### config.mk
export PLATFORM = sky130hd
export DESIGN_NAME = match_timer
export DESIGN_NICKNAME = d
export VERILOG_FILES = /design/src/match_timer_pkg.sv /design/src/count_prescaler.sv /design/src/match_timer.sv
export SDC_FILE = /design/constraint.sdc
export NUM_CORES = 1
export LEC_CHECK = 0
export BUFFER_PORTS_ARGS = -buffer_cell sky130_fd_sc_hd__buf_2
export CAP_MARGIN = 25
export CORE_MARGIN = 2
export CORE_UTILIZATION = 50
export DETAILED_ROUTE_END_ITERATION = 10
export GPL_TIMING_DRIVEN = 0
export PLACE_DENSITY = 0.71
export REMOVE_ABC_BUFFERS = 1
export SLEW_MARGIN = 20
export SYNTH_ARGS = -nofsm -noshare
export SYNTH_HDL_FRONTEND = slang
export SYNTH_SLANG_ARGS = --single-unit
export TNS_END_PERCENT = 5
### constraint.sdc
create_clock -name clk_sys -period 2.1 [get_ports clk_sys]
set_clock_uncertainty 0.2 [all_clocks]
set_input_delay 0.105 -clock clk_sys [delete_from_list [all_inputs] [get_ports clk_sys]]
set_output_delay 0.105 -clock clk_sys [all_outputs]
set_load 0.05 [all_outputs]
### src/match_timer_pkg.sv
// constants, register map and types for the free-running match timer
package match_timer_pkg;

   // register byte addresses on the peripheral bus (internal map, chosen offsets)
   localparam logic [3:0] ADDR_COUNT_LO    = 4'h0;  // free_counter low byte
   localparam logic [3:0] ADDR_COUNT_HI    = 4'h1;  // free_counter high byte
   localparam logic [3:0] ADDR_MATCH_LO    = 4'h2;  // match_register low byte
   localparam logic [3:0] ADDR_MATCH_HI    = 4'h3;  // match_register high byte
   localparam logic [3:0] ADDR_SNAP_LO     = 4'h4;  // snapshot_register low byte
   localparam logic [3:0] ADDR_SNAP_HI     = 4'h5;  // snapshot_register high byte
   localparam logic [3:0] ADDR_MODE        = 4'h6;  // mode control byte
   localparam logic [3:0] ADDR_BUZZ        = 4'h7;  // buzzer control byte

   // mode control byte field positions
   localparam int MODE_OUT_EN_BIT   = 0;  // timer output enable
   localparam int MODE_CLK_SEL_LSB  = 1;  // count_clock_sel_lo, _hi at +1
   localparam int MODE_INV_EN_BIT   = 3;  // output_invert_enable
   localparam int MODE_CAP_SEL_LSB  = 4;  // capture_edge_sel_lo, _hi at +1
   localparam int MODE_WRAP_BIT     = 6;  // wrap_flag
   localparam int MODE_OUT_DATA_BIT = 7;  // timer output level, read only

   // buzzer control byte field positions
   localparam int BUZZ_EN_BIT       = 0;  // buzzer output enable
   localparam int BUZZ_SEL_LSB      = 1;  // three-bit frequency select

   // reset values
   localparam logic [15:0] COUNT_RESET = 16'h0000;
   localparam logic [15:0] MATCH_RESET = 16'hFFFF;
   localparam logic [7:0]  MODE_RESET  = 8'h00;
   localparam logic [7:0]  BUZZ_RESET  = 8'h00;

   // prescaler taps: system clock divided by 4, 64 and 16
   localparam int PRESCALE_W   = 6;
   localparam int DIV4_TAP     = 2;
   localparam int DIV64_TAP    = 6;
   localparam int DIV16_TAP    = 4;
   // buzzer: toggle period base, count clock divided by 2^4 .. 2^11
   localparam int BUZZ_DIV_W   = 13;
   localparam int BUZZ_MIN_TAP = 4;

   // count clock selection codes
   typedef enum logic [1:0]
   {
      CLK_DIV4  = 2'b00,
      CLK_DIV64 = 2'b01,
      CLK_DIV16 = 2'b10,
      CLK_NONE  = 2'b11
   } clk_sel_e;

   // capture edge selection codes
   typedef enum logic [1:0]
   {
      CAP_OFF  = 2'b00,
      CAP_RISE = 2'b01,
      CAP_FALL = 2'b10,
      CAP_BOTH = 2'b11
   } cap_sel_e;

endpackage

### src/count_prescaler.sv
// prescaler that turns the system clock into count-clock enable pulses
`timescale 1ns/1ps
module count_prescaler
   import match_timer_pkg::*;
(
   input  wire logic                   clk_sys,   // system clock
   input  wire logic                   rst_n,     // async reset, active low
   input  wire match_timer_pkg::clk_sel_e sel,    // count clock choice
   output logic                        tick       // one-cycle count enable
);

   ////////////////////////////////////////////////////////////////////////
   // state
   typedef struct packed
   {
      logic [PRESCALE_W-1:0] div;   // free-running divider
      logic                  tick;  // registered enable
   } pre_s;

   pre_s s_reg;   // current state
   pre_s s_next;  // next state

   ////////////////////////////////////////////////////////////////////////
   // next state: pulse when the selected low bits roll over
   always_comb
   begin
      s_next     = s_reg;
      s_next.div = s_reg.div + 1'b1;
      case (sel)
         CLK_DIV4:  s_next.tick = (s_reg.div[DIV4_TAP-1:0] == '1);
         CLK_DIV64: s_next.tick = (s_reg.div[DIV64_TAP-1:0] == '1);
         CLK_DIV16: s_next.tick = (s_reg.div[DIV16_TAP-1:0] == '1);
         default:   s_next.tick = 1'b0;  // prohibited code: counter halts
      endcase
   end

   // register
   always_ff @(posedge clk_sys or negedge rst_n)
   begin
      if (!rst_n)
         s_reg <= '0;
      else
         s_reg <= s_next;
   end

   assign tick = s_reg.tick;

endmodule

### src/match_timer.sv
// 16-bit free-running timer with match, capture, read buffer and buzzer
`timescale 1ns/1ps
module match_timer
   import match_timer_pkg::*;
(
   input  wire logic        clk_sys,              // 40 MHz system clock
   input  wire logic        rst_n,                // async reset, active low
   input  wire logic [3:0]  addr,                 // byte address of access
   input  wire logic        rd,                   // read strobe
   input  wire logic        wr,                   // write strobe
   input  wire logic        word,                 // 1: 16-bit access at even addr
   input  wire logic [15:0] wdata,                // write data, byte in low lane
   output logic      [15:0] rdata,                // read data, registered
   input  wire logic        capture_trigger_pin,  // capture input
   output logic             match_irq,            // one-cycle match request
   output logic             timer_out_pin,        // timer output
   output logic             buzzer_out_pin        // buzzer square wave
);

   ////////////////////////////////////////////////////////////////////////
   // state of the block in one record; the prescaler divider lives in u_pre
   typedef struct packed
   {
      logic [15:0]           count;     // free_counter
      logic [15:0]           match;     // match_register
      logic [15:0]           snap;      // snapshot_register
      logic [15:0]           rbuf;      // counter read buffer
      logic [7:0]            mode;      // mode control byte
      logic [7:0]            buzz;      // buzzer control byte
      logic                  out_lvl;   // timer output data
      logic                  cap_prev;  // last sampled capture pin
      logic                  irq;       // registered match request
      logic [BUZZ_DIV_W-1:0] bdiv;      // buzzer divider on count ticks
      logic                  bz;        // buzzer wave
      logic [15:0]           rdata;     // read data register
   } tim_s;

   tim_s s_reg;   // current state
   tim_s s_next;  // next state

   logic     tick;      // count clock enable
   clk_sel_e clk_sel;   // decoded count clock field
   cap_sel_e cap_sel;   // decoded capture field
   logic     rise;      // capture pin rising edge
   logic     fall;      // capture pin falling edge
   logic     cap_hit;   // selected capture edge seen
   logic     hit;       // counter equals match register
   logic [2:0] bsel;    // buzzer frequency code
   logic     btap;      // selected buzzer divider rollover
   logic [BUZZ_DIV_W-1:0] bmask;  // divider bits that set the half period
   logic     match_wr;  // write to either match byte

   assign clk_sel = clk_sel_e'(s_reg.mode[MODE_CLK_SEL_LSB +: 2]);
   assign cap_sel = cap_sel_e'(s_reg.mode[MODE_CAP_SEL_LSB +: 2]);
   assign bsel    = s_reg.buzz[BUZZ_SEL_LSB +: 3];

   ////////////////////////////////////////////////////////////////////////
   // count clock prescaler
   count_prescaler u_pre
   (
      .clk_sys (clk_sys),
      .rst_n   (rst_n),
      .sel     (clk_sel),
      .tick    (tick)
   );

   ////////////////////////////////////////////////////////////////////////
   // edge detection on the capture pin, pin taken as synchronous
   always_comb
   begin
      rise = capture_trigger_pin & ~s_reg.cap_prev;
      fall = ~capture_trigger_pin & s_reg.cap_prev;
      case (cap_sel)
         CAP_RISE: cap_hit = rise;
         CAP_FALL: cap_hit = fall;
         CAP_BOTH: cap_hit = rise | fall;
         default:  cap_hit = 1'b0;           // capture disabled
      endcase
   end

   // live compare; a fresh match write is compared at once, so a request
   // can follow the rewrite directly, which is why software masks first
   assign hit = (s_reg.count == s_reg.match);

   // buzzer tap: wave period is count clock over 2^(4+code), so the wave
   // toggles each time the low 3+code divider bits are all ones
   always_comb
   begin
      bmask = ~({BUZZ_DIV_W{1'b1}} << (BUZZ_MIN_TAP - 1 + int'(bsel)));
      btap  = ((s_reg.bdiv & bmask) == bmask);
   end

   ////////////////////////////////////////////////////////////////////////
   // next state
   always_comb
   begin
      s_next          = s_reg;
      s_next.cap_prev = capture_trigger_pin;
      s_next.irq      = 1'b0;

      // counting never stops on a match and runs through wake-up settling
      if (tick)
      begin
         s_next.count = s_reg.count + 16'h0001;
         s_next.bdiv  = s_reg.bdiv + 1'b1;
         if (s_reg.count == 16'hFFFF)
            s_next.mode[MODE_WRAP_BIT] = 1'b1;
      end

      // timer output flips on a counted match when inversion is enabled
      if (hit && tick && s_reg.mode[MODE_INV_EN_BIT])
         s_next.out_lvl = ~s_reg.out_lvl;

      // buzzer wave toggles while enabled, else parked low
      if (!s_reg.buzz[BUZZ_EN_BIT])
         s_next.bz = 1'b0;
      else if (tick && btap)
         s_next.bz = ~s_reg.bz;

      // capture copies the live counter on the chosen edge
      if (cap_hit)
         s_next.snap = s_reg.count;

      // register writes; byte writes touch one half only
      if (wr)
      begin
         case (addr)
            ADDR_MATCH_LO:
            begin
               if (word)
                  s_next.match = wdata;
               else
                  s_next.match[7:0] = wdata[7:0];
            end
            ADDR_MATCH_HI: s_next.match[15:8] = wdata[7:0];
            ADDR_MODE:
            begin
               // output data bit read only; wrap flag only cleared by writing 0
               s_next.mode[MODE_OUT_DATA_BIT-1:0] = wdata[MODE_OUT_DATA_BIT-1:0];
               s_next.mode[MODE_WRAP_BIT] = (s_reg.mode[MODE_WRAP_BIT] & wdata[MODE_WRAP_BIT])
                                            | (tick && s_reg.count == 16'hFFFF);
            end
            ADDR_BUZZ: s_next.buzz = {4'h0, wdata[3:0]};
            default:   ;  // counter and snapshot are read only
         endcase
      end

      // match request: a counted match, or a match write landing on the
      // value the counter holds next; never two pulses back to back
      match_wr = wr && (addr == ADDR_MATCH_LO || addr == ADDR_MATCH_HI);
      if (!s_reg.irq && ((hit && tick) || (match_wr && s_next.match == s_next.count)))
         s_next.irq = 1'b1;

      // reads; low byte read fills the buffer so the high read pairs up
      s_next.rdata = 16'h0000;
      if (rd)
      begin
         case (addr)
            ADDR_COUNT_LO:
            begin
               s_next.rbuf  = s_reg.count;
               s_next.rdata = word ? s_reg.count : {8'h00, s_reg.count[7:0]};
            end
            ADDR_COUNT_HI: s_next.rdata = {8'h00, s_reg.rbuf[15:8]};
            ADDR_MATCH_LO: s_next.rdata = word ? s_reg.match : {8'h00, s_reg.match[7:0]};
            ADDR_MATCH_HI: s_next.rdata = {8'h00, s_reg.match[15:8]};
            ADDR_SNAP_LO:  s_next.rdata = word ? s_reg.snap : {8'h00, s_reg.snap[7:0]};
            ADDR_SNAP_HI:  s_next.rdata = {8'h00, s_reg.snap[15:8]};
            ADDR_MODE:     s_next.rdata = {8'h00, s_reg.out_lvl, s_reg.mode[6:0]};
            ADDR_BUZZ:     s_next.rdata = {8'h00, s_reg.buzz};
            default:       s_next.rdata = 16'h0000;
         endcase
      end
   end

   ////////////////////////////////////////////////////////////////////////
   // register; snapshot gets zero only as a tidy start, software must
   // treat it as meaningless before the first capture
   always_ff @(posedge clk_sys or negedge rst_n)
   begin
      if (!rst_n)
      begin
         s_reg       <= '0;
         s_reg.count <= COUNT_RESET;
         s_reg.match <= MATCH_RESET;
         s_reg.mode  <= MODE_RESET;
         s_reg.buzz  <= BUZZ_RESET;
         s_reg.snap  <= 16'h0000;
      end
      else
         s_reg <= s_next;
   end

   ////////////////////////////////////////////////////////////////////////
   // outputs
   assign rdata          = s_reg.rdata;
   assign match_irq      = s_reg.irq;
   assign timer_out_pin  = s_reg.mode[MODE_OUT_EN_BIT] & s_reg.out_lvl;
   assign buzzer_out_pin = s_reg.bz;

endmodule

==> impl_metrics.tcl <==
set metrics [dict create \
    wl_per_cell_um 20.0 \
    power_density_mw_per_mm2 817 \
    arrival_ns 2.37 \
    ys_ff_latch 107 \
    hold_viol_final 0 \
    synth_edf_count 0 \
    cts-root-buf "clkbuf_8" \
    clk_path_buf_depth 2 \
    dr.pass1.iters 5 \
    drv_slew 0 \
    maxCapViolCount 0 \
    overflow 0 \
    yosysSeqAreaShare_pct 48.6 \
    grt_pass1_wl_mm 23.6 \
    numCtsBuffers 9 \
    dp_hpwl_mm 9.79 \
    grt_pass1_vias 4381 \
    async_reset_ff_share_pct 100 \
    areaGrowthSynthToFinish_pct 20.2 \
    worstSkewPairLatency_ns 0.38 \
    synth-main-ff-cell "dfrtp_1" \
    setup_violations 3 \
    largest_reg_flops 75 \
    cts.htree.levels 3 \
    violations "negative setup slack" \
    ir_drop_mv 0.646 \
    final_common_cell "dfrtp_1" \
    start_util_pct 51.2 \
    die_y_um 109 \
    synth_area_mm2 0.00555 \
    grt_antenna_before_repair 0 \
    finalInstanceArea_mm2 0.00668 \
    power.total_w 0.00546 \
    diodes 0 \
    coreArea_mm2 0.0108 \
    tritoncts "yes" \
    grt_setup_unrepaired "true" \
    ys_types 52 \
    fin_nets 623 \
    final_antenna_net_count 0 \
    num_vias 4327 \
    path_class "reg2reg" \
    placed_cell_area_mm2 0.00581 \
    postRouteWirelength_mm 14.7 \
    grt_max_degree 56 \
    mostFrequentLayoutCells "dfrtp_1, nand2_1, buf_2" \
    cts.sink_count 107 \
    post-route-util_pct 61.6 \
    portBuffers 44 \
    leakage_nw 3.07 \
    slew_headroom_pct 58.4 \
    worstSetupEndpointType "register" \
    via_per_inst 5.90 \
    drive_gt1_share_pct 32.7 \
    period_share_pct 107 \
    rows 38 \
    layout_setup_ws_ns -0.138 \
    hp-class "in2async" \
    die_x_um 109 \
    status "finished, violations left" \
    worst_pin_slew_ns 0.620 \
    place_congestion 0.928 \
    clkTransAtPathRegs_ns 0.10 \
    period_minus_slack_ns 2.24 \
    synth.avg_cell_area_um2 10.7 \
    crit_required_ns 2.23 \
    grt.total_usage_pct 26.2 \
    yosys_warnings 0 \
    syn_inst 518 \
    io_pins 45 \
    max_freq_mhz 447 \
    dieArea_mm2 0.0120 \
    start_kind "register" \
    drc 0 \
    drt-initial-drc-count 503 \
    cp_max_fo 5 \
]
-- power by group --
part / switching, W / internal, W / leakage [nW]
logic: 0.000758 / 0.000732 / 1.61
registers: 0.000300 / 0.00238 / 1.36
clock network: 0.000698 / 0.000591 / 0.0943
-- final timing paths --
kind                            cells after the start                        to  slack, ns                      from
worst max register to register                      7       match_irq$_DFF_PN0_      -0.14       s_reg[98]$_DFF_PN0_
min in group clk_sys                                3        rdata[6]$_DFF_PN0_       0.05                   addr[1]
max in group asynchronous                           3       s_reg[83]$_DFF_PN1_       0.97                     rst_n
worst min register to register                      1  u_pre.s_reg[1]$_DFF_PN0_       0.25  u_pre.s_reg[1]$_DFF_PN0_
worst max-delay path                                7       match_irq$_DFF_PN0_      -0.14       s_reg[98]$_DFF_PN0_
worst min-delay path                                2       rdata[13]$_DFF_PN0_       0.03                     rst_n
-- final cells by class --
class / count / area (um2)
Clock buffer: 13 / 149
Clock inverter: 3 / 46.3
Fill cell: 851 / 4160
Inverter: 15 / 56.3
Multi-Input combinational cell: 357 / 2810
Sequential cell: 107 / 2710
Tap cell: 140 / 175
Timing Repair Buffer: 98 / 726
-- synth_stat cells (16+ instances only) --
library cell / count / area [um2]
xor2_1: 35 / 307
xnor2_1: 30 / 263
nand2_1: 45 / 169
dfstp_2: 16 / 420
mux2_2: 40 / 450
clkbuf_1: 21 / 78.8
nor2_1: 31 / 116
buf_4: 16 / 120
nand3_1: 16 / 80.1
nor3_1: 16 / 80.1
a21oi_1: 17 / 85.1
dfrtp_1: 91 / 2280
-- metrics by stage --
| stage | TNS [ns] | setup WS (ns) | hold WS [ns] | cells |
|---|---|---|---|---|
| 2_1_floorplan | -0.998 | -0.264 | -0.391 | 479 |
| 3_3_place_gp | -79.14 | -1.83 | 0.0439 | 663 |
| 3_5_place_dp | -10.11 | -1.18 | -0.110 | 667 |
| 4_1_cts | -0.174 | -0.0912 | 0.0149 | 733 |
| 5_1_grt | -0.529 | -0.211 | 0.0270 | 733 |
| 6_report | -0.239 | -0.138 | 0.0290 | 733 |
-- per-layer routing --
| metal | GRT usage [%] | share of wire [%] | vias to the layer above |
|---|---|---|---|
| met3 | 6.16 | 7.6 | 50 |
| met1 | 34.6 | 41 | 2129 |
| li1 | - | - | 1943 |
| met2 | 41.7 | 47 | 205 |
| met5 | 0 | 0 | - |
| met4 | 10.8 | 4.1 | 0 |
-- timing repair --
item	4_1_cts	5_1_grt
gates resized for setup	46	8
pin swaps	13	6
hold endpoints to repair	127	0
hold buffers	23	0
endpoints found under the setup margin	4	3
buffers inserted	27	0
-- cells by family after synthesis --
family | synth area share [%]
buffers and inverters | 4.87
AOI/OAI and AO/OA | 8.29
DFF | 48.6
muxes | 11.4
and+or+nand+nor | 14.6
adders and majority gates | 2.03
xor gates and xnor gates | 10.3
-- critical path, stage by stage, from the launching register on --
cell	delay, ns
dfrtp_2	0.45
ha_4	0.17
and3_1	0.25
nand3_1	0.17
xnor2_2	0.18
xor2_1	0.20
nor4_4	0.37
a31o_1	0.18
Power figures use the tool's default switching activity.
